File: config.mk
export PLATFORM = sky130hd
export DESIGN_NAME = rtcif_core
export DESIGN_NICKNAME = d
export VERILOG_FILES = /design/src/verilog/rtcif_pkg.sv /design/src/verilog/rtcif_core.sv
export SDC_FILE = /design/constraint.sdc
export NUM_CORES = 1
export LEC_CHECK = 0
export BUFFER_PORTS_ARGS = -buffer_cell sky130_fd_sc_hd__buf_2
export CAP_MARGIN = 20
export CORE_ASPECT_RATIO = 1.75
export CORE_UTILIZATION = 35
export DETAILED_ROUTE_END_ITERATION = 8
export PLACE_DENSITY = 0.59
export SETUP_SLACK_MARGIN = 0.3
export SLEW_MARGIN = 20
export SYNTH_ARGS = -nofsm -noshare
export SYNTH_HDL_FRONTEND = slang
export SYNTH_SLANG_ARGS = --single-unit
File: constraint.sdc
create_clock -name clk_i -period 7.2 [get_ports clk_i]
set_input_delay 0.36 -clock clk_i [delete_from_list [all_inputs] [get_ports clk_i]]
set_output_delay 0.36 -clock clk_i [all_outputs]
set_load 0.01 [all_outputs]
File: src/verilog/rtcif_pkg.sv
package rtcif_pkg;

  localparam logic [16:0] ADR_FLAGS = 17'h1fff0;
  localparam logic [16:0] ADR_CENT = 17'h1fff1;
  localparam logic [16:0] ADR_AL_SEC = 17'h1fff2;
  localparam logic [16:0] ADR_AL_MIN = 17'h1fff3;
  localparam logic [16:0] ADR_AL_HOUR = 17'h1fff4;
  localparam logic [16:0] ADR_AL_DATE = 17'h1fff5;
  localparam logic [16:0] ADR_IRQCFG = 17'h1fff6;
  localparam logic [16:0] ADR_WDOG = 17'h1fff7;
  localparam logic [16:0] ADR_CAL = 17'h1fff8;
  localparam logic [16:0] ADR_SEC = 17'h1fff9;
  localparam logic [16:0] ADR_MIN = 17'h1fffa;
  localparam logic [16:0] ADR_HOUR = 17'h1fffb;
  localparam logic [16:0] ADR_WDAY = 17'h1fffc;
  localparam logic [16:0] ADR_MDAY = 17'h1fffd;
  localparam logic [16:0] ADR_MONTH = 17'h1fffe;
  localparam logic [16:0] ADR_YEAR = 17'h1ffff;
  localparam logic [12:0] ADR_TOP_PAGE = 13'h1fff;

  // bit positions
  localparam int BIT_TIMEOUT_FLAG = 7;
  localparam int BIT_ALARM_MATCH_FLAG = 6;
  localparam int BIT_SUPPLY_FAIL_FLAG = 5;
  localparam int BIT_OSC_FAILED_FLAG = 4;
  localparam int BIT_TIMEOUT_IRQ_EN = 7;
  localparam int BIT_ALARM_IRQ_EN = 6;
  localparam int BIT_SUPPLY_FAIL_IRQ_EN = 5;
  localparam int BIT_HL = 3;
  localparam int BIT_PL = 2;
  localparam int BIT_TIMEOUT_STROBE = 7;
  localparam int BIT_TIMEOUT_WRITE_LOCK = 6;
  localparam int BIT_MATCH = 7;
  localparam int BIT_OSC_DISABLE = 7;

  // writable masks, fixed-zero bits never stored
  localparam logic [7:0] MASK_IRQCFG = 8'hec;
  localparam logic [7:0] MASK_MONTH = 8'h1f;
  localparam logic [7:0] MASK_MDAY = 8'h3f;
  localparam logic [7:0] MASK_WDAY = 8'h07;
  localparam logic [7:0] MASK_HOUR = 8'h3f;
  localparam logic [7:0] MASK_MINSEC = 8'h7f;
  localparam logic [7:0] MASK_ALDATE = 8'hbf;
  localparam logic [7:0] MASK_CAL = 8'hbf;

  localparam logic [7:0] IRQCFG_RST = 8'h00;
  localparam logic [7:0] IRQCFG_NOBAT = 8'h24;
  localparam logic [7:0] FLAGS_RST = 8'h00;

  // timing
  localparam longint CLK_HZ = 10_000_000;
  localparam longint PULSE_MS = 200;
  localparam longint PULSE_CYC = CLK_HZ * PULSE_MS / 1000;
  localparam longint TICK32_HZ = 32;
  localparam longint WD_TICK_CYC = CLK_HZ / TICK32_HZ;
  localparam longint SEC_CYC = CLK_HZ;

  typedef struct packed {
    logic wdog;
    logic alarm;
    logic pfail;
  } rtcif_src_t;

  typedef enum logic [1:0] {
    RTCIF_IDLE = 2'b00,
    RTCIF_ACTIVE = 2'b01,
    RTCIF_DONE = 2'b11
  } rtcif_pin_state_t;

endpackage

File: src/verilog/rtcif_core.sv
// Contract
// - three sources (watchdog, alarm, supply fail), each with flag and enable
// - pin asserts when any source event occurs while its enable is set
// - flags read clears the three source flags (not oscillator failed), at the end of the read cycle
// - one-shot mode drives a 200 ms pulse per qualified event
// - level mode holds the pin active until the flags register is read
// - config bit 2 picks pulse (1) or level (0)
// - reading flags during a pulse ends the pulse early
// - config bit 7 lets watchdog timeout drive the pin
// - config bit 6 lets alarm match drive the pin
// - config bit 5 lets supply fail drive the pin
// - config bit 3: 1 push-pull active high, 0 open-drain active low
// - on backup power only alarm drives the pin, open-drain low only
// - config resets to 0x00, loads 0x24 on power-on without battery
// - flags in bits 7,6,5 set by their sources, cleared at init
// - on backup power all host reads and writes are refused
// - supply crossing the switch threshold requests a store
// - time registers are BCD with unused bits reading zero
// - four alarm registers each hold BCD value and match bit 7
// - alarm field compared only when its match bit is 0
// - watchdog loads timeout at power up and on strobe; zero sets flag
// - write-lock bit blocks writes to the six-bit timeout field
// - enabled oscillator not running at power up sets failed flag
`timescale 1ns/100ps
`default_nettype none

module rtcif_core
  import rtcif_pkg::*;
#(
  parameter longint PULSE_CYCLES = PULSE_CYC,
  parameter longint WD_TICK_CYCLES = WD_TICK_CYC,
  parameter longint SEC_CYCLES = SEC_CYC
) (
  input wire logic clk_i,
  input wire logic rst_n_i,
  input wire logic ce_n_i,
  input wire logic oe_n_i,
  input wire logic we_n_i,
  input wire logic [16:0] addr_i,
  input wire logic [7:0] dq_i,
  output logic [7:0] dq_o,
  output logic dq_oe_o,
  input wire logic vcc_ok_i,
  input wire logic no_battery_i,
  input wire logic osc_running_i,
  output logic store_req_o,
  output logic int_o,
  output logic int_oe_o
);

  ////////////////////////////////////////////////////////////////////////
  // pin synchronisers
  logic [5:0] sync1_reg;
  logic [5:0] sync2_reg;
  // no reset: the power-on capture must see the real straps on its first edge
  always_ff @(posedge clk_i) begin
    sync1_reg <= {ce_n_i, oe_n_i, we_n_i, vcc_ok_i, no_battery_i, osc_running_i};
    sync2_reg <= sync1_reg;
  end
  logic ce_n, oe_n, we_n, vcc_ok, no_bat, osc_run;
  assign {ce_n, oe_n, we_n, vcc_ok, no_bat, osc_run} = sync2_reg;

  logic [16:0] addr1_reg, addr_reg;
  logic [7:0] din1_reg, din_reg;
  always_ff @(posedge clk_i) begin
    if (!rst_n_i) begin
      addr1_reg <= 17'h00000;
      addr_reg <= 17'h00000;
      din1_reg <= 8'h00;
      din_reg <= 8'h00;
    end else begin
      addr1_reg <= addr_i;
      addr_reg <= addr1_reg;
      din1_reg <= dq_i;
      din_reg <= din1_reg;
    end
  end

  ////////////////////////////////////////////////////////////////////////
  // bus cycle decode
  logic on_backup;
  assign on_backup = !vcc_ok;
  logic rd_act, wr_act, rd_act_d_reg, wr_act_d_reg;
  assign rd_act = !ce_n && !oe_n && we_n && !on_backup;
  assign wr_act = !ce_n && !we_n && !on_backup;
  logic [16:0] rd_addr_reg;
  always_ff @(posedge clk_i) begin
    if (!rst_n_i) begin
      rd_act_d_reg <= 1'b0;
      wr_act_d_reg <= 1'b0;
      rd_addr_reg <= 17'h00000;
    end else begin
      rd_act_d_reg <= rd_act;
      wr_act_d_reg <= wr_act;
      if (rd_act) begin
        rd_addr_reg <= addr_reg;
      end
    end
  end
  logic rd_end, wr_end;
  logic [7:0] wdata;
  logic [16:0] waddr;
  assign rd_end = rd_act_d_reg && !rd_act;
  assign wr_end = wr_act_d_reg && !wr_act;
  // read completes with we high; only a finished read clears flags
  logic flag_clr;
  assign flag_clr = rd_end && we_n && (rd_addr_reg == ADR_FLAGS);
  logic [16:0] wr_addr_reg;
  logic [7:0] wr_data_reg;
  always_ff @(posedge clk_i) begin
    if (!rst_n_i) begin
      wr_addr_reg <= 17'h00000;
      wr_data_reg <= 8'h00;
    end else if (wr_act) begin
      wr_addr_reg <= addr_reg;
      wr_data_reg <= din_reg;
    end
  end
  assign waddr = wr_addr_reg;
  assign wdata = wr_data_reg;

  ////////////////////////////////////////////////////////////////////////
  // power-on capture
  logic init_reg;
  always_ff @(posedge clk_i) begin
    if (!rst_n_i) begin
      init_reg <= 1'b1;
    end else begin
      init_reg <= 1'b0;
    end
  end

  ////////////////////////////////////////////////////////////////////////
  // registers
  logic [7:0] cent_reg, al_sec_reg, al_min_reg, al_hour_reg, al_date_reg;
  logic [7:0] cfg_reg, cal_reg, year_reg, month_reg, mday_reg, wday_reg;
  logic [7:0] hour_reg, min_reg, sec_reg;
  logic [5:0] wd_val_reg;
  logic wd_lock_reg, wd_strobe;
  assign wd_strobe = wr_end && (waddr == ADR_WDOG) && wdata[BIT_TIMEOUT_STROBE];

  always_ff @(posedge clk_i) begin
    if (!rst_n_i) begin
      cfg_reg <= IRQCFG_RST;
    end else if (init_reg) begin
      cfg_reg <= no_bat ? IRQCFG_NOBAT : IRQCFG_RST;
    end else if (wr_end && waddr == ADR_IRQCFG) begin
      cfg_reg <= wdata & MASK_IRQCFG;
    end
  end

  always_ff @(posedge clk_i) begin
    if (!rst_n_i) begin
      wd_val_reg <= 6'h00;
      wd_lock_reg <= 1'b0;
    end else if (wr_end && waddr == ADR_WDOG) begin
      wd_lock_reg <= wdata[BIT_TIMEOUT_WRITE_LOCK];
      if (!wdata[BIT_TIMEOUT_WRITE_LOCK] && !wd_lock_reg) begin
        wd_val_reg <= wdata[5:0];
      end
    end
  end

  always_ff @(posedge clk_i) begin
    if (!rst_n_i) begin
      cent_reg <= 8'h00;
      al_sec_reg <= 8'h00;
      al_min_reg <= 8'h00;
      al_hour_reg <= 8'h00;
      al_date_reg <= 8'h00;
      cal_reg <= 8'h00;
    end else if (wr_end) begin
      unique case (waddr)
        ADR_CENT: cent_reg <= wdata;
        ADR_AL_SEC: al_sec_reg <= wdata;
        ADR_AL_MIN: al_min_reg <= wdata;
        ADR_AL_HOUR: al_hour_reg <= wdata & MASK_ALDATE;
        ADR_AL_DATE: al_date_reg <= wdata & MASK_ALDATE;
        ADR_CAL: cal_reg <= wdata & MASK_CAL;
        default: cent_reg <= cent_reg;
      endcase
    end
  end

  ////////////////////////////////////////////////////////////////////////
  // timekeeping, seconds to years (runs on backup too)
  logic [$clog2(SEC_CYCLES)-1:0] sec_div_reg;
  logic sec_tick;
  assign sec_tick = (sec_div_reg == '0) && osc_run && !cal_reg[BIT_OSC_DISABLE];
  always_ff @(posedge clk_i) begin
    if (!rst_n_i || sec_div_reg == '0) begin
      sec_div_reg <= ($clog2(SEC_CYCLES))'(SEC_CYCLES - 1);
    end else begin
      sec_div_reg <= sec_div_reg - 1'b1;
    end
  end

  function automatic logic [7:0] bcd_inc(input logic [7:0] v);
    bcd_inc = (v[3:0] == 4'h9) ? {v[7:4] + 4'h1, 4'h0} : {v[7:4], v[3:0] + 4'h1};
  endfunction

  logic sec_wrap, min_wrap, hour_wrap, day_wrap, mon_wrap;
  assign sec_wrap = sec_tick && sec_reg == 8'h59;
  assign min_wrap = sec_wrap && min_reg == 8'h59;
  assign hour_wrap = min_wrap && hour_reg == 8'h23;
  assign day_wrap = hour_wrap && mday_reg == 8'h31;
  assign mon_wrap = day_wrap && month_reg == 8'h12;

  always_ff @(posedge clk_i) begin
    if (!rst_n_i) begin
      sec_reg <= 8'h00;
      min_reg <= 8'h00;
      hour_reg <= 8'h00;
      wday_reg <= 8'h01;
      mday_reg <= 8'h01;
      month_reg <= 8'h01;
      year_reg <= 8'h00;
    end else if (wr_end && waddr >= ADR_SEC) begin
      unique case (waddr)
        ADR_SEC: sec_reg <= wdata & MASK_MINSEC;
        ADR_MIN: min_reg <= wdata & MASK_MINSEC;
        ADR_HOUR: hour_reg <= wdata & MASK_HOUR;
        ADR_WDAY: wday_reg <= wdata & MASK_WDAY;
        ADR_MDAY: mday_reg <= wdata & MASK_MDAY;
        ADR_MONTH: month_reg <= wdata & MASK_MONTH;
        default: year_reg <= wdata;
      endcase
    end else if (sec_tick) begin
      sec_reg <= sec_wrap ? 8'h00 : bcd_inc(sec_reg);
      if (sec_wrap) begin
        min_reg <= min_wrap ? 8'h00 : bcd_inc(min_reg);
      end
      if (min_wrap) begin
        hour_reg <= hour_wrap ? 8'h00 : bcd_inc(hour_reg);
      end
      if (hour_wrap) begin
        wday_reg <= (wday_reg == 8'h07) ? 8'h01 : bcd_inc(wday_reg);
        mday_reg <= day_wrap ? 8'h01 : bcd_inc(mday_reg);
      end
      if (day_wrap) begin
        month_reg <= mon_wrap ? 8'h01 : bcd_inc(month_reg);
      end
      if (mon_wrap) begin
        year_reg <= (year_reg == 8'h99) ? 8'h00 : bcd_inc(year_reg);
      end
    end
  end

  ////////////////////////////////////////////////////////////////////////
  // alarm match
  logic alarm_hit;
  assign alarm_hit = sec_tick
    && (al_sec_reg[BIT_MATCH] || al_sec_reg[6:0] == sec_reg[6:0])
    && (al_min_reg[BIT_MATCH] || al_min_reg[6:0] == min_reg[6:0])
    && (al_hour_reg[BIT_MATCH] || al_hour_reg[5:0] == hour_reg[5:0])
    && (al_date_reg[BIT_MATCH] || al_date_reg[5:0] == mday_reg[5:0]);

  ////////////////////////////////////////////////////////////////////////
  // watchdog
  logic [$clog2(WD_TICK_CYCLES)-1:0] wd_div_reg;
  logic [5:0] wd_cnt_reg;
  logic wd_tick, wd_hit;
  assign wd_tick = (wd_div_reg == '0) && osc_run;
  always_ff @(posedge clk_i) begin
    if (!rst_n_i || wd_div_reg == '0) begin
      wd_div_reg <= ($clog2(WD_TICK_CYCLES))'(WD_TICK_CYCLES - 1);
    end else begin
      wd_div_reg <= wd_div_reg - 1'b1;
    end
  end
  assign wd_hit = wd_tick && wd_cnt_reg == 6'h01;
  always_ff @(posedge clk_i) begin
    if (!rst_n_i) begin
      wd_cnt_reg <= 6'h00;
    end else if (init_reg || wd_strobe) begin
      wd_cnt_reg <= wd_val_reg;
    end else if (wd_tick && wd_cnt_reg != 6'h00) begin
      wd_cnt_reg <= wd_cnt_reg - 6'h01;
    end
  end

  ////////////////////////////////////////////////////////////////////////
  // supply monitor edge and flags
  logic vcc_ok_d_reg, pfail_hit;
  always_ff @(posedge clk_i) begin
    if (!rst_n_i) begin
      vcc_ok_d_reg <= 1'b1;
    end else begin
      vcc_ok_d_reg <= vcc_ok;
    end
  end
  assign pfail_hit = vcc_ok_d_reg && !vcc_ok;
  assign store_req_o = pfail_hit;

  rtcif_src_t flags_reg, hits, qual;
  logic osc_failed_flag_reg;
  assign hits = '{wdog: wd_hit, alarm: alarm_hit, pfail: pfail_hit};
  always_ff @(posedge clk_i) begin
    if (!rst_n_i) begin
      flags_reg <= '0;
    end else begin
      // a new event wins over the read clear
      flags_reg <= (flag_clr ? '0 : flags_reg) | hits;
    end
  end
  always_ff @(posedge clk_i) begin
    if (!rst_n_i) begin
      osc_failed_flag_reg <= 1'b0;
    end else if (init_reg && !cal_reg[BIT_OSC_DISABLE] && !osc_run) begin
      osc_failed_flag_reg <= 1'b1;
    end else if (wr_end && waddr == ADR_FLAGS && !wdata[BIT_OSC_FAILED_FLAG]) begin
      osc_failed_flag_reg <= 1'b0;
    end
  end

  ////////////////////////////////////////////////////////////////////////
  // pin driver
  logic pulse_mode, active_high;
  assign pulse_mode = cfg_reg[BIT_PL];
  assign active_high = cfg_reg[BIT_HL];
  always_comb begin
    qual.wdog = hits.wdog && cfg_reg[BIT_TIMEOUT_IRQ_EN];
    qual.alarm = hits.alarm && cfg_reg[BIT_ALARM_IRQ_EN];
    qual.pfail = hits.pfail && cfg_reg[BIT_SUPPLY_FAIL_IRQ_EN];
  end
  logic lvl_reg;
  always_ff @(posedge clk_i) begin
    if (!rst_n_i) begin
      lvl_reg <= 1'b0;
    end else begin
      lvl_reg <= (lvl_reg && !flag_clr) || (|qual);
    end
  end
  logic [$clog2(PULSE_CYCLES + 1)-1:0] pulse_cnt_reg;
  always_ff @(posedge clk_i) begin
    if (!rst_n_i) begin
      pulse_cnt_reg <= '0;
    end else if (|qual) begin
      pulse_cnt_reg <= ($clog2(PULSE_CYCLES + 1))'(PULSE_CYCLES);
    end else if (flag_clr) begin
      pulse_cnt_reg <= '0;
    end else if (pulse_cnt_reg != '0) begin
      pulse_cnt_reg <= pulse_cnt_reg - 1'b1;
    end
  end
  logic pin_active;
  assign pin_active = pulse_mode ? (pulse_cnt_reg != '0) : lvl_reg;
  // push-pull only with main supply; open drain otherwise
  logic pp_mode;
  assign pp_mode = active_high && !on_backup;
  assign int_o = pp_mode ? pin_active : 1'b0;
  // on backup power only an alarm may pull the pin, and only active low
  logic alarm_src_reg, drive_ok;
  always_ff @(posedge clk_i) begin
    if (!rst_n_i) begin
      alarm_src_reg <= 1'b0;
    end else if (qual.alarm) begin
      alarm_src_reg <= 1'b1;
    end else if (flag_clr || !pin_active) begin
      alarm_src_reg <= 1'b0;
    end
  end
  assign drive_ok = !on_backup || (alarm_src_reg && !active_high);
  assign int_oe_o = pp_mode ? 1'b1 : (pin_active && drive_ok);

  ////////////////////////////////////////////////////////////////////////
  // read data
  logic [7:0] rd_mux;
  always_comb begin
    unique case (addr_reg)
      ADR_FLAGS: rd_mux = {flags_reg, osc_failed_flag_reg, 4'h0};
      ADR_CENT: rd_mux = cent_reg;
      ADR_AL_SEC: rd_mux = al_sec_reg;
      ADR_AL_MIN: rd_mux = al_min_reg;
      ADR_AL_HOUR: rd_mux = al_hour_reg;
      ADR_AL_DATE: rd_mux = al_date_reg;
      ADR_IRQCFG: rd_mux = cfg_reg;
      ADR_WDOG: rd_mux = {1'b0, wd_lock_reg, wd_val_reg};
      ADR_CAL: rd_mux = cal_reg;
      ADR_SEC: rd_mux = sec_reg;
      ADR_MIN: rd_mux = min_reg;
      ADR_HOUR: rd_mux = hour_reg;
      ADR_WDAY: rd_mux = wday_reg;
      ADR_MDAY: rd_mux = mday_reg;
      ADR_MONTH: rd_mux = month_reg;
      ADR_YEAR: rd_mux = year_reg;
      default: rd_mux = 8'h00;
    endcase
  end
  always_ff @(posedge clk_i) begin
    if (!rst_n_i) begin
      dq_o <= 8'h00;
      dq_oe_o <= 1'b0;
    end else begin
      dq_o <= rd_mux;
      dq_oe_o <= rd_act && (addr_reg[16:4] == ADR_TOP_PAGE);
    end
  end

  ////////////////////////////////////////////////////////////////////////
  // checks
  a_flag_clear_read: assert property (@(posedge clk_i) disable iff (!rst_n_i)
    flag_clr && !(|hits) |=> flags_reg == '0) else $error("flags not cleared");
  a_level_holds: assert property (@(posedge clk_i) disable iff (!rst_n_i)
    lvl_reg && !flag_clr |=> lvl_reg) else $error("level dropped early");
  a_pulse_starts: assert property (@(posedge clk_i) disable iff (!rst_n_i)
    |qual |=> pulse_cnt_reg != '0) else $error("pulse not started");
  a_pulse_ends_read: assert property (@(posedge clk_i) disable iff (!rst_n_i)
    flag_clr && !(|qual) |=> pulse_cnt_reg == '0) else $error("pulse not cut");
  a_wdog_flag: assert property (@(posedge clk_i) disable iff (!rst_n_i)
    wd_hit |=> flags_reg.wdog) else $error("watchdog flag missed");
  a_backup_no_bus: assert property (@(posedge clk_i) disable iff (!rst_n_i)
    on_backup |=> !dq_oe_o) else $error("bus driven on backup");
  a_backup_od: assert property (@(posedge clk_i) disable iff (!rst_n_i)
    on_backup |-> !int_o) else $error("push-pull on backup");
  a_backup_alarm_only: assert property (@(posedge clk_i) disable iff (!rst_n_i)
    on_backup && !alarm_src_reg |-> !int_oe_o) else $error("non-alarm pin on backup");
  a_cfg_masked: assert property (@(posedge clk_i) disable iff (!rst_n_i)
    (cfg_reg & ~MASK_IRQCFG) == 8'h00) else $error("fixed bits set");

endmodule

`default_nettype wire

== After elaboration in Yosys (flattened, before gate mapping) ==
Index checks and enable logic that the tools add are counted.
Operators by class
  reductions and logical operators: 112
  $lt $le $gt $ge: 1
  bitwise logic cells: 2
  equality and inequality tests: 59
  muxes and demuxes: 59
  $add $sub $neg: 18
Operator list (number)
  equality test 17 bit (second input constant): 32
  2-to-1 mux 8 bit: 43
  one-hot mux 8 bit (16 select lines): 1
  2-to-1 mux 21 bit: 3
  adder 4 x 1 -> 4 bit (second input constant): 14
  logical AND 1 bit: 41
  equality test 4 bit (second input constant): 7
  logical NOT 24 bit: 1
  AND reduction 4 bit: 6
  nonzero test 3 bit: 8
  subtractor 24 x 1 -> 24 bit (second input constant): 1
  AND reduction 3 bit: 7
  nonzero test 21 bit: 1
  subtractor 21 x 1 -> 21 bit (second input constant): 1
  nonzero test 2 bit: 10
  logical NOT 19 bit: 1
  subtractor 19 x 1 -> 19 bit (second input constant): 1
  2-to-1 mux 6 bit: 3
  greater-or-equal comparator 17 bit (second input constant): 1
  equality test 8 x 6 -> 1 bit (second input constant): 2
  equality test 8 x 7 -> 1 bit (second input constant): 2
  AND reduction 2 bit: 8
  logical NOT 1 bit: 15
  equality test 7 bit: 2
  other kinds (18): 40
Word-level totals
  input port bits: 33
  logic and storage cells: 300
  register bits: 309

== Longest topological paths before layout ==
  depth in word-level cells: 12
  mapped depth: 10

== Worst setup path after synthesis ==
Ideal clock, no wire load.
  kind: flip-flop to output port
  start: reg pulse_cnt_reg[10]
  end: out int_oe_o
  cell stages (with the launch flop): 8
  arrival: 2139 ps
  path buffers: 2
  required time: 6840 ps
  slack: 4701 ps
  cell sequence: dfxtp_1 or3_1 or4_1 buf_2 nor4_1 buf_2 a21oi_1 o22a_1
On the way
  cells in the longest elaborated chain, start to end: 4
RTL lines
  start: declaration: RTL line rtcif_core.sv:334  | logic [$clog2(PULSE_CYCLES + 1)-1:0] pulse_cnt_reg;
  start signal: assignment: RTL line rtcif_core.sv:339  | pulse_cnt_reg <= ($clog2(PULSE_CYCLES + 1))'(PULSE_CYCLES);
  start signal: assignment: RTL line rtcif_core.sv:343  | pulse_cnt_reg <= pulse_cnt_reg - 1'b1;
  nonzero test 21 bit: RTL line rtcif_core.sv:347  | assign pin_active = pulse_mode ? (pulse_cnt_reg != '0) : lvl_reg;
  2-to-1 mux 1 bit: RTL line rtcif_core.sv:347
  logical AND 1 bit: RTL line rtcif_core.sv:364  | assign int_oe_o = pp_mode ? 1'b1 : (pin_active && drive_ok);
  2-to-1 mux 1 bit: RTL line rtcif_core.sv:364
  end: declaration: RTL line rtcif_core.sv:48  | output logic int_oe_o
Every way passes these cells.

== Worst setup path in the final report ==
Ends and elaborated chain as after synthesis.

==> parameters.txt <==
Parameter                              Value

Status
  Result of the run ... finished clean

Route
  Number of DRC violations after detailed routing ... 0
  DR vias ... 12653
  Post-DR wirelength/cell ... 19.7 um
  Detail Route Antenna Nets ... 0
  1st-iter DRT viols ... 717
  Number of optimization iterations in the first detailed-route pass ... 7
  Via-to-Cell Ratio ... 5.52
  Aggregate routed wire length ... 45.2 mm

Clock network
  Post-cts gate resize count ... 0
  H-tree depth ... 1
  Clock Latency Late Sink ... 590 ps
  Clk buf depth ... 3
  Num CTS Buffers ... 31
  Total of hold buffers inserted after clock tree synthesis ... 31
  Clock tree from TritonCTS ... done
  # clock sinks ... 306
  Clock transition at the registers of the reported paths ... 60 ps
  Post-CTS Setup Repair Bufs ... 0
  Root buffer cell ... clkbuf_16

Global routing
  Number of antenna violations at the first check in global routing ... 0
  Global-route usage over all layers ... 21.6%
  Maximum number of pins on one net before global-route repair ... 105
  Overall overflow remaining after global route ... 0
  Global-route wire length before repair ... 70.1 mm
  Vias in the first global route ... 12355

Timing
  Post-Route Skew ... 22.3 ps
  Final setup vio count ... 0
  Accumulated negative setup slack ... 0 ps
  Setup repair after global routing missed its margin ... no
  Total count of hold-check failures in the final report ... 0
  Maximum achievable frequency ... 0.270 GHz
  Final period demand of the worst path ... 3700 ps
  Headroom to the max-slew limit ... 32.4%
  Final period utilization ... 51.4%
  Transition at the pin with the smallest max-transition slack ... 1010 ps
  Max-slew violation total from the final report ... 0

Power
  Power consumption ... 4050 uW
  Peak supply drop ... 0.000197 V
  Leakage ... 0.00581 uW
  Pwr dens ... 247 mW/mm^2

Worst setup path
  CP Max Fanout ... 7
  Critical path cell sequence ... or3_1 > or4_1 > nor4_1 > a21oi_1 > o22a_1 > buf_2
  Cell family with the largest share of critical-path delay ... simple AND/OR/NAND/NOR gates
  Buffer and inverter count on the worst path ... 1
  Endpoint type of the worst setup path ... primary output
  Crit path max-delay cell type ... nor4_1
  Longest individual stage delay on the worst path ... 770 ps
  Startpoint type of the worst setup path ... register
  Critical path start-end classification ... register to primary output
  Required arrival time at the worst endpoint ... 6840 ps
  Arrival time worst endpoint ... 3340 ps

Yosys
  Flip-flop and latch count after synthesis ... 306
  Cell Area, Synth ... 0.0143 sq mm
  Share of synthesized registers carrying an async set or reset ... 0%
  Mapped Avg Cell Area ... 8.46 sq um
  Gate Count Post-Synth ... 1692
  Count of cell types in the netlist ... 84
  Number of warnings reported in the yosys synthesis log ... 0
  Dominant register cell in the synthesized netlist ... dfxtp_1
  Number of enable-type register cells in the synthesized netlist ... 0
  Register area share after synthesis ... 42.8%
  Syn nets ... 1756

Layout
  # diodes ... 0
  Final-stage net count ... 1787
  Flip-flop count of the largest register, all copies and words added ... 24
  Fraction of final layout cells with drive strength greater than 1 ... 9.22%
  Area of all placed cells without fillers ... 0.0164 sq mm
  Filler cell count in the final layout ... 4023
  Area growth from synthesis to layout ... 14.6%

Die
  Io pins ... 45
  X dimension of the die ... 155 um
  Starting density of the core ... 35.6%
  Vertical die dimension ... 270 um
  Number of placement rows ... 97
  Area of the core ... 0.0402 sq mm
  Full die area ... 0.0417 sq mm

Place
  RD Place Congestion ... 0.975
  Placed Area ... 0.0150 sq mm
  Count of port buffers added during placement ... 44
  Detailed Place HPWL ... 32.8 mm

Run
  Count of maximum capacitance violations ... 0

Hold path
  Tightest Hold Check Type ... primary input to register
[cell type report]
type | count | area [sq um] | share of cell area, %
clock inverters | 17 | 236 | 1.44
well taps | 544 | 681 | 4.15
repair buffers | 90 | 646 | 3.93
inverters | 32 | 123 | 0.747
flip-flops and latches | 306 | 6130 | 37.3
multi-input cells | 1262 | 7730 | 47.1
clock buffers | 40 | 870 | 5.30
[stage by stage]
step / cells / utilization (%) / hold WS [ps] / setup WS (ps)
after global placement: 2203 / 37.3 / 312 / 4080
after CTS: 2291 / 40.8 / 40.0 / 3510
final: 2291 / 40.8 / 51.2 / 3500
after detailed placement: 2203 / 37.3 / 312 / 4000
after global routing: 2291 / 40.8 / 73.4 / 3220
after floorplan: 1692 / - / 310 / 4700
[final timing paths]
path / endpoint / startpoint / slack, ps / cells after the start
worst min-delay path: wd_div_reg[18] / rst_n_i / 50 / 2
worst max-delay path: int_oe_o / pulse_cnt_reg[10] / 3500 / 6
worst max register to register: hour_reg[5] / sync2_reg[2] / 3960 / 7
worst min register to register: sync2_reg[4] / sync1_reg[4] / 330 / 0
[cells in the mapped netlist (9+ instances only)]
library cell	instances	share of area, %
a21oi_1	140	4.9
a31oi_1	19	0.83
and2_1	63	2.8
and4_1	9	0.55
buf_2	9	0.31
clkbuf_1	76	2.0
dfxtp_1	306	43
ha_1	31	2.7
inv_1	31	0.81
mux2_2	9	0.71
mux2i_1	36	2.5
nand2_1	290	7.6
nand2b_1	12	0.52
nand3_1	54	1.9
nand3b_1	11	0.58
nand4_1	23	1.0
nor2_1	115	3.0
nor2b_1	15	0.66
nor3_1	46	1.6
nor4_1	29	1.3
o21a_1	9	0.47
o21ai_0	41	1.4
or3_1	22	0.96
or4_1	12	0.63
xnor2_1	44	2.7
xor2_1	36	2.2
[layout by cell type (no fill, tap or decap), types with 9 or more instances in the layout]
cell             n
a21oi_1        140
a31oi_1         19
and2_1          63
and4_1           9
buf_2           43
buf_4           16
clkbuf_16       31
dfxtp_1        306
dlygate4sd3_1   31
ha_1            31
inv_1           31
mux2_2           9
mux2i_1         36
nand2_1        290
nand2b_1        12
nand3_1         54
nand3b_1        11
nand4_1         23
nor2_1         115
nor2b_1         15
nor3_1          45
nor4_1          28
o21a_1           9
o21ai_0         41
or3_1           22
or4_1           12
xnor2_1         44
xor2_1          36
[worst register-to-register path: stages, from the launching register on]
cell,delay (ps)
dfxtp_1,390
or3b_1,210
buf_4,290
nand4_2,250
or3_1,720
a31oi_1,830
nor2_1,190
o211a_1,260
[report_power, final]
group | internal, uW | switching (uW) | total [uW]
sequential | 1770 | 66.1 | 1840
clock | 1030 | 711 | 1740
combinational | 198 | 275 | 473
total | 3000 | 1050 | 4050
[cells by family after synthesis]
group           after synthesis  synth area share (%)
compound gates              336                  15.1
flops                       306                  42.8
mux                          47                  3.54
fa+ha+maj                    31                  2.71
simple gates                768                  27.6
buf+inv                     124                  3.38
xor+xnor                     80                  4.89
[per-layer routing]
metal / wire length [um] / share of wire, % / track usage, %
met4: 4340 / 9.6 / 18.9
met1: 16200 / 36 / 22.3
met2: 22400 / 50 / 38.1
met3: 2240 / 5.0 / 2.78
met5: 0 / 0 / 0
No activity file was read; power rests on OpenSTA's default activity.
